### config.mk
export PLATFORM = sky130hd
export DESIGN_NAME = dlf_top
export DESIGN_NICKNAME = d
export VERILOG_FILES = /design/src/logic/dlf_pkg.sv /design/src/logic/dlf_line_if.sv /design/src/logic/dlf_htimer.sv /design/src/logic/dlf_fetch.sv /design/src/logic/dlf_top.sv
export VERILOG_INCLUDE_DIRS = /design/src /design/src/logic
export SDC_FILE = /design/constraint.sdc
export NUM_CORES = 1
export LEC_CHECK = 0
export BUFFER_PORTS_ARGS = -buffer_cell sky130_fd_sc_hd__buf_2
export CORE_MARGIN = 5
export CORE_UTILIZATION = 50
export DETAILED_ROUTE_END_ITERATION = 7
export PLACE_DENSITY = 0.73
export SLEW_MARGIN = 15
export SYNTH_ARGS = -nofsm -noshare
export SYNTH_HDL_FRONTEND = slang
export SYNTH_HIERARCHICAL = 1
export SYNTH_SLANG_ARGS = --single-unit
### constraint.sdc
create_clock -name ref_clk -period 8.04 [get_ports ref_clk]
set_input_delay 2.01 -clock ref_clk [delete_from_list [all_inputs] [get_ports ref_clk]]
set_output_delay 2.01 -clock ref_clk [all_outputs]
set_load 0.005 [all_outputs]
### src/logic/dlf_defines.svh
// Offsets, field positions, reset values and counts of the line fetch block.
// Behaviour
// - Next line start equals previous start plus ten-bit stride in DWORDs.
// - A running pointer holds the start of the line being fetched.
// - Video buffer length counts 64-byte segments, up to one megabyte.
// - Compressed line length, valid DWORDs plus one, flags FIFO overflow.
// - Each line fetches the nine-bit count of 8-byte quadwords.
// - With panning on, surplus fetched data at line end is dropped.
// - Horizontal timing counts character clocks of eight pixels.
// - Interlaced mode steps the vertical counter by two per line.
// - Timing registers are 32-bit words starting at offset 8330h.
// - Horizontal total, bits 26 to 19, sets character clocks per line.
// - Total may be written as pixels minus one; low three bits ignored.
// - Horizontal active bits 10 to 3 set active character clocks.
`ifndef DLF_DEFINES_SVH
`define DLF_DEFINES_SVH
`define DLF_OFF_STRIDE 16'h8324
`define DLF_OFF_BUFSZ  16'h8328
`define DLF_OFF_RSVD   16'h832C
`define DLF_OFF_HTIM1  16'h8330
`define DLF_OFF_ISTAT  16'h8340
`define DLF_OFF_IMASK  16'h8344
`define DLF_OFF_CTRL   16'h8348
`define DLF_VBUF_MSB   29
`define DLF_VBUF_LSB   16
`define DLF_CBLEN_MSB  15
`define DLF_CBLEN_LSB  9
`define DLF_FLEN_MSB   8
`define DLF_FLEN_LSB   0
`define DLF_HTOT_MSB   26
`define DLF_HTOT_LSB   19
`define DLF_HACT_MSB   10
`define DLF_HACT_LSB   3
`define DLF_HTIM_MASK  27'h7FF07FF
`define DLF_PIX_LAST   3'h7
`define DLF_QW_BYTES   22'h000008
`define DLF_CTRL_PAN   0
`define DLF_CTRL_ILACE 1
`define DLF_EV_LINE    0
`define DLF_EV_CMPOVF  1
`define DLF_EV_DONE    2
`define DLF_RST_WORD   32'h00000000
`endif

### src/logic/dlf_pkg.sv
// Types of the line fetch and horizontal timing block.
`default_nettype none
package dlf_pkg;
    typedef struct packed {
        logic [9:0]  stride;
        logic [29:0] bufSizes;
        logic [26:0] hTiming;
        logic [1:0]  ctrl;
        logic [2:0]  mask;
        logic [2:0]  stat;
        logic [31:0] rdData;
        logic [10:0] vCount;
        logic [6:0]  cmpCnt;
    } dlf_top_t;
    typedef struct packed {
        logic [2:0] pix;
        logic [7:0] chr;
    } dlf_tim_t;
    typedef struct packed {
        logic [21:0] ptr;
        logic        first;
        logic [8:0]  reqLeft;
        logic [21:0] addr;
        logic [8:0]  rxIdx;
        logic [8:0]  rxLeft;
        logic        pixValid;
        logic        pixDrop;
        logic [63:0] pixData;
        logic        lineDone;
    } dlf_fet_t;
endpackage
`default_nettype wire

### src/logic/dlf_line_if.sv
// Line control signals between the register side and the fetch engine.
`default_nettype none
interface dlf_line_if;
    logic        lineStart;
    logic        frameStart;
    logic [9:0]  stride;
    logic [8:0]  fetchLen;
    logic [7:0]  activeChars;
    logic        panEnable;
    logic [21:0] linePtr;
    logic        lineDone;
    modport ctl (output lineStart, frameStart, stride, fetchLen, activeChars, panEnable,
                 input linePtr, lineDone);
    modport fet (input lineStart, frameStart, stride, fetchLen, activeChars, panEnable,
                 output linePtr, lineDone);
endinterface
`default_nettype wire

### src/logic/dlf_htimer.sv
// Horizontal character clock counter.
`default_nettype none
`include "dlf_defines.svh"
module dlf_htimer
(
    input  wire logic       ref_clk,
    input  wire logic       reset,
    input  wire logic [7:0] hTotal,
    output logic [7:0]      charCount,
    output logic [2:0]      pixPhase,
    output logic            lineStart
);
    import dlf_pkg::*;
    dlf_tim_t s;
    dlf_tim_t n;
    always_comb
    begin
        n = s;
        n.pix = s.pix + 3'h1;
        if (s.pix == `DLF_PIX_LAST)
        begin
            n.chr = (s.chr >= hTotal) ? 8'h00 : s.chr + 8'h01;
        end
    end
    always_ff @(posedge ref_clk)
    begin
        if (reset)
            s <= '0;
        else
            s <= n;
    end
    assign charCount = s.chr;
    assign pixPhase  = s.pix;
    assign lineStart = (s.pix == `DLF_PIX_LAST) && (s.chr >= hTotal);
endmodule
`default_nettype wire

### src/logic/dlf_fetch.sv
// Frame buffer line fetch engine with line pointer and surplus drop.
`default_nettype none
`include "dlf_defines.svh"
module dlf_fetch
(
    input  wire logic        ref_clk,
    input  wire logic        reset,
    dlf_line_if.fet          bus,
    input  wire logic        memReady,
    input  wire logic        memRdValid,
    input  wire logic [63:0] memRdData,
    output logic             memReq,
    output logic [21:0]      memAddr,
    output logic             pixValid,
    output logic             pixDrop,
    output logic [63:0]      pixData
);
    import dlf_pkg::*;
    dlf_fet_t s;
    dlf_fet_t n;
    logic [21:0] nextPtr;
    always_comb
    begin
        n = s;
        n.pixValid = 1'b0;
        n.pixDrop = 1'b0;
        n.lineDone = 1'b0;
        nextPtr = s.first ? s.ptr : s.ptr + {10'h000, bus.stride, 2'b00};
        if (memReq && memReady)
        begin
            n.reqLeft = s.reqLeft - 9'h001;
            n.addr = s.addr + `DLF_QW_BYTES;
        end
        if (memRdValid && s.rxLeft != 9'h000)
        begin
            // Data beyond the active width only serves pan alignment.
            if (bus.panEnable && s.rxIdx > {1'b0, bus.activeChars})
                n.pixDrop = 1'b1;
            else
            begin
                n.pixValid = 1'b1;
                n.pixData = memRdData;
            end
            n.rxIdx = s.rxIdx + 9'h001;
            n.rxLeft = s.rxLeft - 9'h001;
            n.lineDone = (s.rxLeft == 9'h001);
        end
        if (bus.frameStart)
        begin
            n.ptr = 22'h000000;
            n.first = 1'b1;
            n.reqLeft = 9'h000;
            n.rxLeft = 9'h000;
        end
        else if (bus.lineStart)
        begin
            n.ptr = nextPtr;
            n.first = 1'b0;
            n.addr = nextPtr;
            n.reqLeft = bus.fetchLen;
            n.rxLeft = bus.fetchLen;
            n.rxIdx = 9'h000;
        end
    end
    always_ff @(posedge ref_clk)
    begin
        if (reset)
            s <= '0;
        else
            s <= n;
    end
    assign memReq = (s.reqLeft != 9'h000);
    assign memAddr = s.addr;
    assign pixValid = s.pixValid;
    assign pixDrop = s.pixDrop;
    assign pixData = s.pixData;
    assign bus.linePtr = s.ptr;
    assign bus.lineDone = s.lineDone;
endmodule
`default_nettype wire

### src/logic/dlf_top.sv
// Register file, interrupts and vertical stepping of the line fetch block.
`default_nettype none
`include "dlf_defines.svh"
module dlf_top
(
    input  wire logic        ref_clk,
    input  wire logic        reset,
    input  wire logic [15:0] regAddr,
    input  wire logic [31:0] regWrData,
    input  wire logic        regWr,
    input  wire logic        regRd,
    output logic [31:0]      regRdData,
    input  wire logic        frameStart,
    input  wire logic        cmpValid,
    input  wire logic        memReady,
    input  wire logic        memRdValid,
    input  wire logic [63:0] memRdData,
    output logic             memReq,
    output logic [21:0]      memAddr,
    output logic             pixValid,
    output logic             pixDrop,
    output logic [63:0]      pixData,
    output logic [7:0]       charCount,
    output logic             displayActive,
    output logic [10:0]      vCount,
    output logic [19:0]      vidBufBytes,
    output logic             irq
);
    import dlf_pkg::*;

    dlf_top_t s;
    dlf_top_t n;
    logic [31:0] rdMux;
    logic [7:0]  hTotal;
    logic [7:0]  hActive;
    logic [6:0]  cbLen;
    logic [2:0]  pixPhase;
    logic        lineStart;
    logic        cmpOverflow;
    logic [2:0]  events;
    logic        statRead;

    dlf_line_if lineBus();

    dlf_htimer uTimer
    (
        .ref_clk   (ref_clk),
        .reset     (reset),
        .hTotal    (hTotal),
        .charCount (charCount),
        .pixPhase  (pixPhase),
        .lineStart (lineStart)
    );

    dlf_fetch uFetch
    (
        .ref_clk    (ref_clk),
        .reset      (reset),
        .bus        (lineBus.fet),
        .memReady   (memReady),
        .memRdValid (memRdValid),
        .memRdData  (memRdData),
        .memReq     (memReq),
        .memAddr    (memAddr),
        .pixValid   (pixValid),
        .pixDrop    (pixDrop),
        .pixData    (pixData)
    );

    // Only the character part of each timing field is used.
    assign hTotal = s.hTiming[`DLF_HTOT_MSB:`DLF_HTOT_LSB];
    assign hActive = s.hTiming[`DLF_HACT_MSB:`DLF_HACT_LSB];
    assign cbLen = s.bufSizes[`DLF_CBLEN_MSB:`DLF_CBLEN_LSB];

    assign lineBus.lineStart = lineStart;
    assign lineBus.frameStart = frameStart;
    assign lineBus.stride = s.stride;
    assign lineBus.fetchLen = s.bufSizes[`DLF_FLEN_MSB:`DLF_FLEN_LSB];
    assign lineBus.activeChars = hActive;
    assign lineBus.panEnable = s.ctrl[`DLF_CTRL_PAN];

    // A line holds cbLen minus one valid DWORDs; one more overflows the FIFO.
    // The check does not rely on software keeping cbLen at or below 41h.
    assign cmpOverflow = cmpValid && ({1'b0, s.cmpCnt} + 8'h01 >= {1'b0, cbLen});

    assign events[`DLF_EV_LINE] = lineStart;
    assign events[`DLF_EV_CMPOVF] = cmpOverflow;
    assign events[`DLF_EV_DONE] = lineBus.lineDone;

    assign statRead = regRd && (regAddr == `DLF_OFF_ISTAT);

    always_comb
    begin
        case (regAddr)
            `DLF_OFF_STRIDE:
                rdMux = {22'h000000, s.stride};
            `DLF_OFF_BUFSZ:
                rdMux = {2'h0, s.bufSizes};
            `DLF_OFF_HTIM1:
                rdMux = {5'h00, s.hTiming};
            `DLF_OFF_ISTAT:
                rdMux = {29'h00000000, s.stat};
            `DLF_OFF_IMASK:
                rdMux = {29'h00000000, s.mask};
            `DLF_OFF_CTRL:
                rdMux = {30'h00000000, s.ctrl};
            default:
                rdMux = `DLF_RST_WORD;
        endcase
    end

    always_comb
    begin
        n = s;
        n.rdData = regRd ? rdMux : `DLF_RST_WORD;
        if (regWr)
        begin
            case (regAddr)
                `DLF_OFF_STRIDE:
                    n.stride = regWrData[9:0];
                `DLF_OFF_BUFSZ:
                    n.bufSizes = regWrData[29:0];
                `DLF_OFF_HTIM1:
                    n.hTiming = regWrData[26:0] & `DLF_HTIM_MASK;
                `DLF_OFF_IMASK:
                    n.mask = regWrData[2:0];
                `DLF_OFF_CTRL:
                    n.ctrl = regWrData[1:0];
                default:
                    n.ctrl = s.ctrl;
            endcase
        end
        // A new event in the read cycle survives the clear.
        n.stat = (statRead ? 3'h0 : s.stat) | events;
        if (frameStart)
            n.vCount = 11'h000;
        else if (lineStart)
            n.vCount = s.vCount + (s.ctrl[`DLF_CTRL_ILACE] ? 11'h002 : 11'h001);
        if (lineStart)
            n.cmpCnt = 7'h00;
        else if (cmpValid && s.cmpCnt != 7'h7F)
            n.cmpCnt = s.cmpCnt + 7'h01;
    end

    always_ff @(posedge ref_clk)
    begin
        if (reset)
            s <= '0;
        else
            s <= n;
    end

    assign regRdData = s.rdData;
    assign vCount = s.vCount;
    assign vidBufBytes = {s.bufSizes[`DLF_VBUF_MSB:`DLF_VBUF_LSB], 6'h00};
    assign displayActive = (charCount <= hActive);
    assign irq = |(s.stat & s.mask);
endmodule
`default_nettype wire

==> results.json <==
{
  "p_leak_nw": 6.46,
  "hold_end": "uTimer/pixPhase[0]",
  "die_w_um": 179,
  "drc": 0,
  "finalCriticalPeriod_ps": 4360,
  "path_max_fanout": 4,
  "vias_per_cell": 5.27,
  "final-hold-violation-count": 0,
  "post_cts_buffers": 0,
  "cp.required_ps": 6030,
  "max-vdd-ir-drop_mv": 0.179,
  "finClkSkew_ps": 7.21,
  "syn_area_um2": 14300,
  "p_per_area_nw_per_um2": 249,
  "rows": 61,
  "clock_path_buffers": 3,
  "whs_path_depth": 1,
  "cts_tree": "yes",
  "cp.arrival_ps": 2350,
  "crit_slowest_cell": "dfxtp_1",
  "finalSetupViolCount": 0,
  "final_area_um2": 15700,
  "vias": 10900,
  "slew_headroom_pct": 26.0,
  "clock_sinks": 264,
  "rsz0062_at_grt": "false",
  "reg2reg_from": "hTotal[7]",
  "grt_max_degree": 137,
  "fin_setup_tns_ps": 0,
  "status": "completed",
  "hp-class": "reg -> reg",
  "gp_congestion": 0.848,
  "antenna_found_initial": 1,
  "met3_length_mm": 2.93,
  "placeableCoreArea_um2": 28000,
  "initial_core_util_pct": 51.0,
  "top_layer": "met5",
  "grt_pass1_wl_mm": 54.6,
  "wl_mm": 34.7,
  "synth_area_per_cell_um2": 8.97,
  "wl_met2_mm": 15.3,
  "crit_path_start_kind": "register",
  "fin_util_pct": 56.0,
  "drv_cap": 0,
  "nets": 1851,
  "syn_to_final_growth_pct": 9.69,
  "yosysWarnings": 6,
  "path_cells": "inv_1, ha_1, a21o_1, a2bb2oi_1, a21oi_1, o31ai_1, buf_2",
  "max_slew.worst_pin.slew_ps": 1110,
  "place_hpwl_mm": 24.8,
  "rrSetupSlack_ps": 4630,
  "endpoint_kind": "output pin",
  "dieArea_um2": 32100,
  "post-route-period-util_pct": 54.2,
  "r2r_cells": 10,
  "cts_max_level": 1,
  "clk_latency_ps": 540,
  "numCtsBuffers": 29,
  "cpLargestDelayFamily": "compound AO/OA/AOI/OAI gates",
  "cts_hold_buf": 0,
  "cts_resized": 0,
  "io_buffers": 269,
  "clock.fmax_mhz": 229,
  "grt_overflow": 0,
  "placed_cell_area_um2": 14800,
  "max_stage_delay_ps": 460,
  "fin_cells": 2077,
  "die_h_um": 179,
  "ant_nets": 0,
  "drt-initial-drc-count": 673,
  "min_from": "uTimer/pixPhase[0]",
  "drtPass1Iterations": 5,
  "worstReg2RegEnd": "uFetch/memAddr[20]",
  "root_buffer": "clkbuf_16",
  "grt_usage_pct": 20.7,
  "slew_viol_final": 0,
  "grt_pass1_vias": 10600,
  "path_clk_slew_ps": 60,
  "wl_met1_mm": 15.6,
  "wire_per_inst_um": 16.7,
  "ios": 282,
  "dp.cells": 2024,
  "drive_gt1_share_pct": 21.4,
  "synthCells": 1593,
  "path_class": "reg -> out",
  "path_buf_inv": 2
}
==> stage by stage <==
step	total power [mW]	setup WS (ps)	hold WS (ps)
after global placement	2.63	3610	408
final	3.90	3680	424
after detailed placement	2.65	3540	412
after global routing	4.12	3630	450
after floorplan	2.56	4130	399
after CTS	3.95	3660	427
==> metal layers <==
layer / up-vias / GRT usage (%)
met5: - / 0
met4: 2 / 5.95
met3: 50 / 4.58
met2: 365 / 33.8
met1: 5073 / 27.5
li1: 5449 / -
==> where the power goes <==
group	internal (mW)	switching, mW
sequential	1.49	0.107
clock	0.752	0.531
combinational	0.497	0.526
==> flip-flops by register name, indices dropped and copies added (netlist names) <==
register	count
uTimer/charCount	8
uFetch/memAddr	20
uFetch/pixValid	1
s	20
uFetch/bus.linePtr	20
lineBus.fetchLen	9
vidBufBytes	14
uFetch/pixDrop	1
uFetch/bus.lineDone	1
regRdData	30
lineBus.stride	10
uFetch/pixData	64
uFetch/s	28
hActive	8
cbLen	7
lineBus.panEnable	1
hTotal	8
vCount	11
uTimer/pixPhase	3
==> area by class of cell <==
| type | count | area (µm²) |
|---|---|---|
| Clock inverter | 14 | 126 |
| Sequential cell | 264 | 5290 |
| Inverter | 54 | 203 |
| Antenna cell | 1 | 2.50 |
| Tap cell | 378 | 473 |
| Clock buffer | 38 | 790 |
| Fill cell | 2556 | 12300 |
| Timing Repair Buffer | 280 | 1440 |
| Multi-Input combinational cell | 1048 | 7360 |
==> placed cells by master (no fill, tap or decap), types with 4 or more instances in the layout <==
cell	instances
a211oi_1	14
a21o_1	6
a21oi_1	67
a31oi_1	11
and2_1	4
and3_1	14
buf_2	268
buf_4	11
clkbuf_1	6
clkbuf_16	29
clkinv_2	10
conb_1	10
dfxtp_1	264
ha_1	52
inv_1	54
mux2i_1	131
nand2_1	60
nand2b_1	218
nand3_1	86
nand3b_1	5
nand4_1	25
nor2_1	64
nor2b_1	16
nor3_1	19
nor3_2	10
nor3b_1	5
nor4_1	12
o21a_1	5
o21ai_0	27
o22ai_1	9
o31ai_1	10
or2_2	6
or3_1	6
xnor2_1	48
xor2_1	35
==> worst reg2reg max path: cells and delay by family, from the launching register on <==
family | cells | cell delay (ps)
AND/OR/NAND/NOR | 3 | 1130
flip-flops | 1 | 370
adder cells (fa/ha/maj) | 1 | 290
buffers and inverters | 3 | 950
AO/OA/AOI/OAI | 3 | 570
==> worst max-delay path by stage <==
stage / start / to / slack (ps) / cells after the start
2_1_floorplan: regAddr[11] / regRdData[1] / 4130 / 6
3_3_place_gp: regAddr[11] / lineBus.stride[0] / 3610 / 6
3_5_place_dp: regAddr[11] / lineBus.stride[3] / 3540 / 6
4_1_cts: hActive[2] / displayActive / 3660 / 7
5_1_grt: hActive[2] / displayActive / 3630 / 7
6_report: hActive[2] / displayActive / 3680 / 7
Note: power is estimated with default switching activity, not from simulation.
